`config.mk`:
```
export PLATFORM = sky130hd
export DESIGN_NAME = sfcd_core
export DESIGN_NICKNAME = d
export VERILOG_FILES = /design/src/hw/sfcd_core.v /design/src/hw/sfcd_sync.v
export VERILOG_INCLUDE_DIRS = /design/src /design/src/common
export SDC_FILE = /design/constraint.sdc
export NUM_CORES = 1
export LEC_CHECK = 0
export ABC_AREA = 1
export ABC_CLOCK_PERIOD_IN_PS = 5200
export BUFFER_PORTS_ARGS = -buffer_cell sky130_fd_sc_hd__buf_2
export CAP_MARGIN = 20
export CORE_UTILIZATION = 55
export DETAILED_ROUTE_END_ITERATION = 16
export GPL_TIMING_DRIVEN = 1
export HOLD_SLACK_MARGIN = 0.03
export PLACE_DENSITY = 0.75
export SLEW_MARGIN = 25
export SYNTH_ARGS = -nofsm -noshare
export SYNTH_HDL_FRONTEND = slang
export SYNTH_SLANG_ARGS = --single-unit
```
`constraint.sdc`:
```
create_clock -name clock -period 5.2 [get_ports clock]
set_clock_uncertainty 0.1 [all_clocks]
set_input_delay 0.52 -clock clock [delete_from_list [all_inputs] [get_ports clock]]
set_output_delay 0.52 -clock clock [all_outputs]
set_load 0.01 [all_outputs]
```
`src/common/sfcd_regs.vh`:
```
// Operation
// - Host writes one to configuration bit 1 to enable quad pins; device stores it.
// - Bit clear: protect and pause pins are controls; set: they are data lines.
// - In single-wire mode, quad commands need the quad pin bit; otherwise invalid.
// - In four-wire mode the quad pin bit affects neither pins nor commands.
// - Quad pin bit power-up value is a build parameter: zero or one by variant.
// - Volatility flag reads one until any permanent lock bit is set, then zero.
// - Non-volatile select bit makes the shared pin a reset or pause input.
// - Hardware protection only while protect pin low and enable bit one.
// - Changing the protect enable bit starts a self-timed busy interval.
// - Under hardware protection only protection and configuration writes are rejected.
// - Quad output read: single-wire only, three address and one dummy cycle.
// - Dual I/O read: single-wire only, three address and one dummy cycle.
// - Double-rate quad I/O read: single-wire only, three address, six dummy.
// - Double-rate dual I/O read: single-wire only, six address, six dummy.
// - Command byte takes eight clocks single-wire, two clocks four-wire.
// - Address and data take eight clocks a byte on one lane, four on two, two on four, half at double rate; dummy clocks per command.
// - Memory reset runs only straight after the reset arm command.
`ifndef SFCD_REGS_VH
`define SFCD_REGS_VH

// Configuration register fields
`define SFCD_CFG_QPB      1
`define SFCD_CFG_VOLF     3
`define SFCD_CFG_RSEL     6
`define SFCD_CFG_PENB     7

// Timing
`define SFCD_CLK_MHZ      10
`define SFCD_PENW_US      10
`define SFCD_CMD_CLK_X1   6'h08
`define SFCD_CMD_CLK_X4   6'h02
`define SFCD_WRSR_BYTES   2'h2
`define SFCD_PIN_INIT     6'h2F

// Opcodes
`define SFCD_OP_NOP       8'h00
`define SFCD_OP_ARM       8'h66
`define SFCD_OP_RST       8'h99
`define SFCD_OP_EQIO      8'h38
`define SFCD_OP_RSTQIO    8'hFF
`define SFCD_OP_RDSR      8'h05
`define SFCD_OP_WRSR      8'h01
`define SFCD_OP_RDCR      8'h35
`define SFCD_OP_READ      8'h03
`define SFCD_OP_FREAD     8'h0B
`define SFCD_OP_QOR       8'h6B
`define SFCD_OP_QIOR      8'hEB
`define SFCD_OP_DOR       8'h3B
`define SFCD_OP_DIOR      8'hBB
`define SFCD_OP_WBSQ      8'h0C
`define SFCD_OP_WBSP      8'hEC
`define SFCD_OP_FRDTR     8'h0D
`define SFCD_OP_QORDTR    8'h6D
`define SFCD_OP_QIORDTR   8'hED
`define SFCD_OP_DORDTR    8'h3D
`define SFCD_OP_DIORDTR   8'hBD
`define SFCD_OP_JID       8'h9F
`define SFCD_OP_QJID      8'hAF
`define SFCD_OP_SFDP      8'h5A
`define SFCD_OP_QPP       8'h32

// Phase lengths in serial clocks
`define SFCD_Z            5'h00
`define SFCD_AC_X1        5'h18
`define SFCD_AC_X2        5'h0C
`define SFCD_AC_X4        5'h06
`define SFCD_DC_X1        5'h08
`define SFCD_DC_X2        5'h04
`define SFCD_DC_X4        5'h02
`define SFCD_DC_3X4       5'h06
`define SFCD_AC_DTR_X1    5'h0C
`define SFCD_AC_DTR_X2    5'h06
`define SFCD_AC_DTR_X4    5'h03
`define SFCD_DC_DTR       5'h06

// Lane codes and data kinds
`define SFCD_LN1          2'h0
`define SFCD_LN2          2'h1
`define SFCD_LN4          2'h2
`define SFCD_K_NONE       3'h0
`define SFCD_K_CFG        3'h1
`define SFCD_K_STAT       3'h2
`define SFCD_K_ARR        3'h3
`define SFCD_K_WRSR       3'h4

// Decode word fields
`define SFCD_F_OK         18
`define SFCD_F_AC         17:13
`define SFCD_F_DC         12:8
`define SFCD_F_AL         7:6
`define SFCD_F_DL         5:4
`define SFCD_F_DTR        3
`define SFCD_F_K          2:0

`endif

```
`src/hw/sfcd_core.v`:
```
`timescale 1ns/1ns
`include "sfcd_regs.vh"
module sfcd_core #(
	parameter PENW_US   = `SFCD_PENW_US,
	parameter QPB_INIT  = 1'b0,
	parameter RSEL_INIT = 1'b0,
	parameter PENB_INIT = 1'b0
) (
	input  wire        clock,
	input  wire        rst_n,
	input  wire        sck,
	input  wire        cs_n,
	input  wire [3:0]  sio_i,
	output reg  [3:0]  sio_o,
	output reg  [3:0]  sio_oe,
	input  wire [7:0]  status_in,
	input  wire        wel_in,
	input  wire        lock_bits_set,
	input  wire [7:0]  array_data,
	output reg         array_next,
	output reg         cmd_start,
	output reg  [7:0]  cmd_opcode,
	output reg         cmd_foreign,
	output reg         addr_valid,
	output reg  [23:0] cmd_addr,
	output reg         mem_reset,
	output reg         quad_mode,
	output reg         quad_pin_config_bit,
	output reg         reset_pause_select,
	output reg         protect_pin_enable_bit,
	output reg         protect_volatility_flag,
	output reg         hw_write_protect,
	output reg         pause_active,
	output reg         pin_reset,
	output reg         nv_busy
);
	localparam [2:0]  ST_CMD   = 3'h0;
	localparam [2:0]  ST_ADDR  = 3'h1;
	localparam [2:0]  ST_DUMMY = 3'h2;
	localparam [2:0]  ST_DOUT  = 3'h3;
	localparam [2:0]  ST_DIN   = 3'h4;
	localparam [2:0]  ST_IGN   = 3'h5;
	localparam [31:0] WCYC_W   = PENW_US * `SFCD_CLK_MHZ;
	localparam [15:0] WCYC     = WCYC_W[15:0]; // Busy counter is 16 bits wide

	wire        cs_s;
	wire        sck_s;
	wire [3:0]  sio_s;
	reg         sck_q;
	reg  [2:0]  state_q;
	reg  [5:0]  cnt_q;
	reg  [23:0] sh_q;
	reg  [18:0] dec_q;
	reg  [2:0]  bit_q;
	reg  [7:0]  out_q;
	reg  [1:0]  nbyte_q;
	reg  [7:0]  cfgin_q;
	reg         arm_q;
	reg  [15:0] busy_q;
	reg  [7:0]  cfg_w;
	reg  [7:0]  src_w;

	// Pin synchronisers
	sfcd_sync #(
		.W    (6),
		.INIT (`SFCD_PIN_INIT)
	) u_sync (
		.clock (clock),
		.rst_n (rst_n),
		.d     ({cs_n, sck, sio_i}),
		.q     ({cs_s, sck_s, sio_s})
	);

	// Shift lane bits into a word
	function [23:0] fn_shin;
		input [23:0] s;
		input [1:0]  ln;
		input [3:0]  d;
		begin
			case (ln)
				`SFCD_LN2: fn_shin = {s[21:0], d[1:0]};
				`SFCD_LN4: fn_shin = {s[19:0], d};
				default:   fn_shin = {s[22:0], d[0]};
			endcase
		end
	endfunction

	// Top bits of a byte onto the output lanes
	function [3:0] fn_top;
		input [7:0] b;
		input [1:0] ln;
		begin
			case (ln)
				`SFCD_LN2: fn_top = {2'h0, b[7:6]};
				`SFCD_LN4: fn_top = b[7:4];
				default:   fn_top = {2'h0, b[7], 1'b0};
			endcase
		end
	endfunction

	// Lanes driven per width
	function [3:0] fn_oe;
		input [1:0] ln;
		begin
			case (ln)
				`SFCD_LN2: fn_oe = 4'h3;
				`SFCD_LN4: fn_oe = 4'hF;
				default:   fn_oe = 4'h2;
			endcase
		end
	endfunction

	// Bits moved per edge
	function [2:0] fn_step;
		input [1:0] ln;
		begin
			case (ln)
				`SFCD_LN2: fn_step = 3'h2;
				`SFCD_LN4: fn_step = 3'h4;
				default:   fn_step = 3'h1;
			endcase
		end
	endfunction

	// Data state after the setup phases
	function [2:0] fn_dst;
		input [2:0] k;
		begin
			case (k)
				`SFCD_K_WRSR: fn_dst = ST_DIN;
				`SFCD_K_NONE: fn_dst = ST_IGN;
				default:      fn_dst = ST_DOUT;
			endcase
		end
	endfunction

	// Opcode table: ok, address clocks, dummy clocks, lanes, double rate, kind
	function [18:0] fn_dec;
		input [7:0] op;
		input       q;
		input       io;
		reg   [18:0] r;
		begin
			r = 19'h0;
			if (q) begin
				// Four-wire mode ignores the quad pin bit
				case (op)
					`SFCD_OP_NOP, `SFCD_OP_ARM, `SFCD_OP_RST, `SFCD_OP_RSTQIO:
						r = {1'b1, `SFCD_Z, `SFCD_Z, `SFCD_LN4, `SFCD_LN4, 1'b0, `SFCD_K_NONE};
					`SFCD_OP_RDSR:
						r = {1'b1, `SFCD_Z, `SFCD_DC_X4, `SFCD_LN4, `SFCD_LN4, 1'b0, `SFCD_K_STAT};
					`SFCD_OP_RDCR:
						r = {1'b1, `SFCD_Z, `SFCD_DC_X4, `SFCD_LN4, `SFCD_LN4, 1'b0, `SFCD_K_CFG};
					`SFCD_OP_WRSR:
						r = {1'b1, `SFCD_Z, `SFCD_Z, `SFCD_LN4, `SFCD_LN4, 1'b0, `SFCD_K_WRSR};
					`SFCD_OP_FREAD, `SFCD_OP_WBSQ:
						r = {1'b1, `SFCD_AC_X4, `SFCD_DC_3X4, `SFCD_LN4, `SFCD_LN4, 1'b0, `SFCD_K_ARR};
					`SFCD_OP_FRDTR:
						r = {1'b1, `SFCD_AC_DTR_X4, `SFCD_DC_DTR, `SFCD_LN4, `SFCD_LN4, 1'b1, `SFCD_K_ARR};
					`SFCD_OP_QJID:
						r = {1'b1, `SFCD_Z, `SFCD_DC_X4, `SFCD_LN4, `SFCD_LN4, 1'b0, `SFCD_K_ARR};
					default: r = 19'h0;
				endcase
			end else begin
				case (op)
					`SFCD_OP_NOP, `SFCD_OP_ARM, `SFCD_OP_RST, `SFCD_OP_EQIO, `SFCD_OP_RSTQIO:
						r = {1'b1, `SFCD_Z, `SFCD_Z, `SFCD_LN1, `SFCD_LN1, 1'b0, `SFCD_K_NONE};
					`SFCD_OP_RDSR:
						r = {1'b1, `SFCD_Z, `SFCD_Z, `SFCD_LN1, `SFCD_LN1, 1'b0, `SFCD_K_STAT};
					`SFCD_OP_RDCR:
						r = {1'b1, `SFCD_Z, `SFCD_Z, `SFCD_LN1, `SFCD_LN1, 1'b0, `SFCD_K_CFG};
					`SFCD_OP_WRSR:
						r = {1'b1, `SFCD_Z, `SFCD_Z, `SFCD_LN1, `SFCD_LN1, 1'b0, `SFCD_K_WRSR};
					`SFCD_OP_READ:
						r = {1'b1, `SFCD_AC_X1, `SFCD_Z, `SFCD_LN1, `SFCD_LN1, 1'b0, `SFCD_K_ARR};
					`SFCD_OP_FREAD, `SFCD_OP_SFDP:
						r = {1'b1, `SFCD_AC_X1, `SFCD_DC_X1, `SFCD_LN1, `SFCD_LN1, 1'b0, `SFCD_K_ARR};
					`SFCD_OP_QOR:
						r = {1'b1, `SFCD_AC_X1, `SFCD_DC_X1, `SFCD_LN1, `SFCD_LN4, 1'b0, `SFCD_K_ARR};
					`SFCD_OP_QIOR, `SFCD_OP_WBSP:
						r = {1'b1, `SFCD_AC_X4, `SFCD_DC_3X4, `SFCD_LN4, `SFCD_LN4, 1'b0, `SFCD_K_ARR};
					`SFCD_OP_DOR:
						r = {1'b1, `SFCD_AC_X1, `SFCD_DC_X1, `SFCD_LN1, `SFCD_LN2, 1'b0, `SFCD_K_ARR};
					`SFCD_OP_DIOR:
						r = {1'b1, `SFCD_AC_X2, `SFCD_DC_X2, `SFCD_LN2, `SFCD_LN2, 1'b0, `SFCD_K_ARR};
					`SFCD_OP_FRDTR:
						r = {1'b1, `SFCD_AC_DTR_X1, `SFCD_DC_DTR, `SFCD_LN1, `SFCD_LN1, 1'b1, `SFCD_K_ARR};
					`SFCD_OP_QORDTR:
						r = {1'b1, `SFCD_AC_DTR_X1, `SFCD_DC_DTR, `SFCD_LN1, `SFCD_LN4, 1'b1, `SFCD_K_ARR};
					`SFCD_OP_QIORDTR:
						r = {1'b1, `SFCD_AC_DTR_X4, `SFCD_DC_DTR, `SFCD_LN4, `SFCD_LN4, 1'b1, `SFCD_K_ARR};
					`SFCD_OP_DORDTR:
						r = {1'b1, `SFCD_AC_DTR_X1, `SFCD_DC_DTR, `SFCD_LN1, `SFCD_LN2, 1'b1, `SFCD_K_ARR};
					`SFCD_OP_DIORDTR:
						r = {1'b1, `SFCD_AC_DTR_X2, `SFCD_DC_DTR, `SFCD_LN2, `SFCD_LN2, 1'b1, `SFCD_K_ARR};
					`SFCD_OP_JID:
						r = {1'b1, `SFCD_Z, `SFCD_Z, `SFCD_LN1, `SFCD_LN1, 1'b0, `SFCD_K_ARR};
					default: r = 19'h0;
				endcase
				// Quad commands need the quad pin bit
				case (op)
					`SFCD_OP_QOR, `SFCD_OP_QIOR, `SFCD_OP_WBSP,
					`SFCD_OP_QORDTR, `SFCD_OP_QIORDTR:
						r[`SFCD_F_OK] = r[`SFCD_F_OK] & io;
					default: r[`SFCD_F_OK] = r[`SFCD_F_OK];
				endcase
			end
			fn_dec = r;
		end
	endfunction

	// Edge detection and current lane choice
	wire        rise_w  = sck_s & ~sck_q;
	wire        fall_w  = ~sck_s & sck_q;
	wire [1:0]  cln_w   = quad_mode ? `SFCD_LN4 : `SFCD_LN1;
	wire [23:0] cin_w   = fn_shin(sh_q, cln_w, sio_s);
	wire [23:0] ain_w   = fn_shin(sh_q, dec_q[`SFCD_F_AL], sio_s);
	wire [18:0] dec_w   = fn_dec(cin_w[7:0], quad_mode, quad_pin_config_bit);
	wire [18:0] dsg_w   = fn_dec(cin_w[7:0], 1'b0, 1'b1);
	wire [18:0] dqd_w   = fn_dec(cin_w[7:0], 1'b1, 1'b1);
	wire        qpp_w   = cin_w[7:0] == `SFCD_OP_QPP;
	wire        local_w = dsg_w[`SFCD_F_OK] | dqd_w[`SFCD_F_OK] | qpp_w;
	wire        pdat_w  = quad_pin_config_bit | quad_mode;
	wire [5:0]  cnt_n   = cnt_q + 6'h01;
	wire [5:0]  cmdl_w  = quad_mode ? `SFCD_CMD_CLK_X4 : `SFCD_CMD_CLK_X1;
	wire        dtr_w   = dec_q[`SFCD_F_DTR];
	wire [5:0]  alim_w  = dtr_w ? {dec_q[`SFCD_F_AC], 1'b0} : {1'b0, dec_q[`SFCD_F_AC]};
	wire [2:0]  dstep_w = fn_step(dec_q[`SFCD_F_DL]);
	wire [2:0]  istep_w = fn_step(cln_w);
	wire [2:0]  ibit_n  = bit_q + istep_w;

	// Configuration read image
	always @* begin
		cfg_w = 8'h00;
		cfg_w[`SFCD_CFG_QPB]  = quad_pin_config_bit;
		cfg_w[`SFCD_CFG_VOLF] = protect_volatility_flag;
		cfg_w[`SFCD_CFG_RSEL] = reset_pause_select;
		cfg_w[`SFCD_CFG_PENB] = protect_pin_enable_bit;
	end

	// Source byte for output phase
	always @* begin
		case (dec_q[`SFCD_F_K])
			`SFCD_K_CFG:  src_w = cfg_w;
			`SFCD_K_STAT: src_w = status_in;
			default:      src_w = array_data;
		endcase
	end

	// Pin roles, protection and busy interval
	always @(posedge clock or negedge rst_n) begin
		if (!rst_n) begin
			hw_write_protect        <= 1'b0;
			pause_active            <= 1'b0;
			pin_reset               <= 1'b0;
			protect_volatility_flag <= 1'b1;
			nv_busy                 <= 1'b0;
		end else begin
			hw_write_protect        <= protect_pin_enable_bit & ~sio_s[2] & ~pdat_w;
			pause_active            <= ~pdat_w & ~reset_pause_select & ~sio_s[3];
			pin_reset               <= ~pdat_w & reset_pause_select & ~sio_s[3];
			protect_volatility_flag <= ~lock_bits_set;
			nv_busy                 <= busy_q != 16'h0000;
		end
	end

	// Serial decoder
	always @(posedge clock or negedge rst_n) begin
		if (!rst_n) begin
			sck_q <= 1'b0; state_q <= ST_CMD; cnt_q <= 6'h00; sh_q <= 24'h000000;
			dec_q <= 19'h0; bit_q <= 3'h0; out_q <= 8'h00; nbyte_q <= 2'h0;
			cfgin_q <= 8'h00; arm_q <= 1'b0; busy_q <= 16'h0000;
			sio_o <= 4'h0; sio_oe <= 4'h0; array_next <= 1'b0; cmd_start <= 1'b0;
			cmd_opcode <= 8'h00; cmd_foreign <= 1'b0; addr_valid <= 1'b0;
			cmd_addr <= 24'h000000; mem_reset <= 1'b0; quad_mode <= 1'b0;
			quad_pin_config_bit    <= QPB_INIT;
			reset_pause_select     <= RSEL_INIT;
			protect_pin_enable_bit <= PENB_INIT;
		end else begin
			sck_q       <= sck_s;
			array_next  <= 1'b0;
			cmd_start   <= 1'b0;
			cmd_foreign <= 1'b0;
			addr_valid  <= 1'b0;
			mem_reset   <= 1'b0;
			if (busy_q != 16'h0000) begin
				busy_q <= busy_q - 16'h0001;
			end
			if (cs_s || pin_reset) begin
				// Deselect applies a completed configuration write
				if (state_q == ST_DIN && nbyte_q == `SFCD_WRSR_BYTES && wel_in
						&& !hw_write_protect) begin
					quad_pin_config_bit <= cfgin_q[`SFCD_CFG_QPB];
					reset_pause_select  <= cfgin_q[`SFCD_CFG_RSEL];
					protect_pin_enable_bit <= cfgin_q[`SFCD_CFG_PENB];
					if (cfgin_q[`SFCD_CFG_PENB] != protect_pin_enable_bit) begin
						busy_q <= WCYC;
					end
				end
				if (pin_reset) begin
					quad_mode <= 1'b0;
				end
				state_q <= ST_CMD;
				cnt_q   <= 6'h00;
				bit_q   <= 3'h0;
				nbyte_q <= 2'h0;
				sio_oe  <= 4'h0;
			end else begin
				case (state_q)
					ST_CMD: begin
						if (rise_w) begin
							sh_q  <= cin_w;
							cnt_q <= cnt_n;
							if (cnt_n == cmdl_w) begin
								cmd_start  <= 1'b1;
								cmd_opcode <= cin_w[7:0];
								dec_q      <= dec_w;
								cnt_q      <= 6'h00;
								bit_q      <= 3'h0;
								arm_q      <= cin_w[7:0] == `SFCD_OP_ARM;
								if (!local_w || (qpp_w && !quad_mode && quad_pin_config_bit)) begin
									cmd_foreign <= 1'b1;
									state_q     <= ST_IGN;
								end else if (!dec_w[`SFCD_F_OK]) begin
									state_q <= ST_IGN;
								end else begin
									case (cin_w[7:0])
										`SFCD_OP_RST: begin
											if (arm_q) begin
												mem_reset <= 1'b1;
												quad_mode <= 1'b0;
											end
										end
										`SFCD_OP_EQIO:   quad_mode <= 1'b1;
										`SFCD_OP_RSTQIO: quad_mode <= 1'b0;
										default:         quad_mode <= quad_mode;
									endcase
									if (dec_w[`SFCD_F_AC] != `SFCD_Z) begin
										state_q <= ST_ADDR;
									end else if (dec_w[`SFCD_F_DC] != `SFCD_Z) begin
										state_q <= ST_DUMMY;
									end else begin
										state_q <= fn_dst(dec_w[`SFCD_F_K]);
									end
								end
							end
						end
					end
					ST_ADDR: begin
						// Double rate takes both edges, starting on a rising one
						if (rise_w || (fall_w && dtr_w && cnt_q != 6'h00)) begin
							sh_q  <= ain_w;
							cnt_q <= cnt_n;
							if (cnt_n == alim_w) begin
								cmd_addr   <= ain_w;
								addr_valid <= 1'b1;
								cnt_q      <= 6'h00;
								if (dec_q[`SFCD_F_DC] != `SFCD_Z) begin
									state_q <= ST_DUMMY;
								end else begin
									state_q <= fn_dst(dec_q[`SFCD_F_K]);
								end
							end
						end
					end
					ST_DUMMY: begin
						if (rise_w) begin
							cnt_q <= cnt_n;
							if (cnt_n == {1'b0, dec_q[`SFCD_F_DC]}) begin
								cnt_q   <= 6'h00;
								state_q <= fn_dst(dec_q[`SFCD_F_K]);
							end
						end
					end
					ST_DOUT: begin
						// Drive after falling edges, also rising ones at double rate
						if (fall_w || (rise_w && dtr_w)) begin
							sio_oe <= fn_oe(dec_q[`SFCD_F_DL]);
							bit_q  <= bit_q + dstep_w;
							if (bit_q == 3'h0) begin
								sio_o      <= fn_top(src_w, dec_q[`SFCD_F_DL]);
								out_q      <= src_w << dstep_w;
								array_next <= dec_q[`SFCD_F_K] == `SFCD_K_ARR;
							end else begin
								sio_o <= fn_top(out_q, dec_q[`SFCD_F_DL]);
								out_q <= out_q << dstep_w;
							end
						end
					end
					ST_DIN: begin
						if (rise_w) begin
							sh_q  <= cin_w;
							bit_q <= ibit_n;
							if (ibit_n == 3'h0 && nbyte_q != `SFCD_WRSR_BYTES) begin
								nbyte_q <= nbyte_q + 2'h1;
								if (nbyte_q == 2'h1) begin
									cfgin_q <= cin_w[7:0];
								end
							end
						end
					end
					default: state_q <= ST_IGN;
				endcase
			end
		end
	end
endmodule

```
`src/hw/sfcd_sync.v`:
```
`timescale 1ns/1ns
// Two-flop synchroniser for pins
module sfcd_sync #(
	parameter         W    = 1,
	parameter [W-1:0] INIT = {W{1'b0}}
) (
	input  wire         clock,
	input  wire         rst_n,
	input  wire [W-1:0] d,
	output reg  [W-1:0] q
);
	reg [W-1:0] meta_q;

	// First stage feeds only the second
	always @(posedge clock or negedge rst_n) begin
		if (!rst_n) begin
			meta_q <= INIT;
			q      <= INIT;
		end else begin
			meta_q <= d;
			q      <= meta_q;
		end
	end
endmodule

```
==> results.sh <==
export IMPL_status="finished clean"
export IMPL_postCtsSetupRepairBufs=0
export IMPL_synthSimpleGateAreaFrac_pct=25.7
export IMPL_first_pass_iters=5
export IMPL_syn_inst=1153
export IMPL_fin_crit_sh_pct=64.7
export IMPL_hold_viol_final=0
export IMPL_max_cap_viol_count=0
export IMPL_io_buffers=79
export IMPL_tightest_slew_ns=0.958
export IMPL_clk_latency_ns=0.43
export IMPL_grt_pass1_wl_um=35100
export IMPL_crit_type="reg2reg"
export IMPL_crit_fanout=32
export IMPL_fmax_ghz=0.297
export IMPL_slew_limit_headroom_pct=36.0
export IMPL_rsz0062_at_grt="no"
export IMPL_end_kind="flop"
export IMPL_core_mm2=0.0153
export IMPL_grt_pass1_vias=7237
export IMPL_drt_iter0_markers=654
export IMPL_wl_per_cell_um=14.5
export IMPL_synthTopCellsByArea="dfrtp_1 (40%), nand2_1 (15%), o21ai_0 (7.4%), inv_1 (5.3%), nor2_1 (4.3%)"
export IMPL_synth_area_mux_share_pct=0.233
export IMPL_synthAdderAreaFrac_pct=2.12
export IMPL_setup_viol=0
export IMPL_avgSynthCellArea_um2=7.47
export IMPL_yosysWarnings=0
export IMPL_globalplace_congestion=0.947
export IMPL_die_h_um=127
export IMPL_power_density_mw_per_mm2=396
export IMPL_cts_tree="built"
export IMPL_crit_required_ns=5.39
export IMPL_synth_compound_area_share_pct=17.9
export IMPL_grt_overflow_total=0
export IMPL_via_count=7840
export IMPL_syn_area_mm2=0.00861
export IMPL_antenna_found_initial=0
export IMPL_synth_top_family_by_area="simple AND/OR/NAND/NOR gates"
export IMPL_layout_min_cycle_time_ns=3.37
export IMPL_async_flop_share_pct=100
export IMPL_startpoint_type="flop"
export IMPL_num_io_pins=80
export IMPL_tns_ns=0
export IMPL_synthDistinctLibCells=52
export IMPL_cts_hold_buf=0
export IMPL_drv_slew=0
export IMPL_rows=45
export IMPL_post_dp_hpwl_um=14800
export IMPL_synth_commonest_cells="nand2_1 (336), dfrtp_1 (136), o21ai_0 (128)"
export IMPL_die_area_mm2=0.0162
export IMPL_ys_seq_area_share_pct=42.9
export IMPL_cts_buffers=17
export IMPL_ys_flop_type="dfrtp_1"
export IMPL_yosysTopAreaCellShare_pct=39.5
export IMPL_clk_path_buf_depth=2
export IMPL_yosysTopAreaCell="dfrtp_1"
export IMPL_clk_pin_slew_ns=0.06
export IMPL_wirelength_um=20800
export IMPL_fin_nets=1251
export IMPL_area_growth_pct=11.7
export IMPL_grt_max_degree=105
export IMPL_cts_root_buffer="clkbuf_16"
export IMPL_leakage_nw=4.64
export IMPL_synth_seq_cells=147
export IMPL_track_usage_pct=27.5
export IMPL_synth_edf_count=0
export IMPL_drive_gt1_share_pct=14.5
export IMPL_start_util_pct=56.4
export IMPL_clock_sinks=147
export IMPL_cts_resized_gates=0
export IMPL_min_path_type="in2async"
export IMPL_die_w_um=127
export IMPL_yosysMostFrequentCell="nand2_1"
export IMPL_drt_vias_per_instance=5.46
export IMPL_synth_xor_area_share_pct=2.21
export IMPL_ant_nets=0
export IMPL_htree_levels=4
export IMPL_drc=0
export IMPL_fin_hold_ws_ns=0.0654
export IMPL_diodes=0
export IMPL_syn_num_nets=1193
export IMPL_max_vdd_ir_drop_v=0.000383
export IMPL_worstPathArrival_ns=3.56
[power breakdown]
group          internal (mW)  switching [mW]
logic                  0.360           0.836
clock network          0.722           0.487
registers               1.29           0.110
total                   2.38            1.43
[worst max-delay path, cell delays in order (launching register included)]
cell and delay (ns):
dfrtp_1 0.42, nor2_2 0.12, buf_4 0.32, inv_1 0.38, nor2_1 0.36, nand3_1 0.11, nor3_1 0.57, nand2_1 0.36
inv_1 0.37, nor2_1 0.10
[path summary, 6_finish.rpt]
kind	start	cells past startpoint	slack, ns	to
setup / recovery	state_q[0]	9	1.83	busy_q[3]
hold / removal	rst_n	1	0.07	cnt_q[0]
setup reg to reg	state_q[0]	9	1.83	busy_q[3]
hold reg to reg	u_sync.meta_q[0]	0	0.25	u_sync.q[0]
max in group asynchronous	rst_n	2	3.79	sh_q[10]
min in group clock	sio_i[1]	1	0.09	u_sync.meta_q[1]
[cells by family after synthesis]
logic type / after synthesis
and+or+nand+nor: 529
muxes: 2
xor gates and xnor gates: 20
DFF: 147
AOI/OAI and AO/OA: 266
adders and majority gates: 14
buffers and inverters: 175
[placed cells by master, fill, tap and decap left out, types with 3 or more instances in the layout]
cell type / Yosys / final
clkinv_1: 4 / 3
o21ai_2: 19 / 19
nor2_2: 13 / 13
xor2_1: 13 / 13
o22ai_1: 33 / 33
inv_1: 122 / 121
clkbuf_16: 0 / 17
dfrtp_1: 136 / 136
nand2_1: 336 / 336
buf_2: 6 / 78
clkinv_4: 1 / 3
o21ai_1: 13 / 13
dfstp_2: 11 / 11
nor2_1: 99 / 99
xnor2_1: 5 / 5
ha_1: 13 / 13
nand2_2: 5 / 5
inv_6: 0 / 3
nand4_1: 13 / 13
o21ai_0: 128 / 128
a22oi_1: 5 / 5
nand3_1: 40 / 40
clkbuf_1: 23 / 3
buf_4: 1 / 5
clkinv_2: 0 / 3
a21oi_1: 38 / 38
nor3_1: 12 / 12
inv_2: 1 / 3
o211ai_1: 17 / 17
[area by class of cell]
cell class              instances  area [µm²]
well taps                     211         264
flip-flops and latches        147        3690
clock inverters                11         126
repair buffers                 84         442
fillers                      1340        5640
clock buffers                  21         450
multi-input cells             831        4150
inverters                     130         498
[per-stage QoR]
step	instance area (µm²)	total power [mW]	worst slack [ns]	utilization, %	cells
finish	9620	3.81	1.83	63.0	1435
global placement	9040	2.59	1.94	59.2	1403
CTS	9620	3.81	1.84	63.0	1435
detailed placement	9040	2.59	1.84	59.2	1403
floorplan	8610	2.26	2.51	-	1153
global route	9620	4.05	1.43	63.0	1435
[flip-flops by register name, summed over array words and instances (netlist names), 4 cells and up]
| signal | cells |
|---|---|
| cmd_addr | 24 |
| cmd_opcode | 8 |
| u_sync.q | 6 |
| busy_q | 16 |
| sh_q | 23 |
| sio_o | 4 |
| cnt_q | 6 |
| dec_q | 16 |
| u_sync.meta_q | 6 |
| out_q | 8 |
[routing by layer]
metal | share of wire (%) | wire (µm) | global-route usage (%) | vias up
met5 | 0 | 0 | 0 | -
met4 | 2.3 | 482 | 10.0 | 0
met3 | 4.7 | 978 | 5.53 | 41
met2 | 47 | 9690 | 43.7 | 238
met1 | 46 | 9650 | 37.3 | 3665
li1 | - | - | - | 3896
No activity file was read; power rests on OpenSTA's default activity.
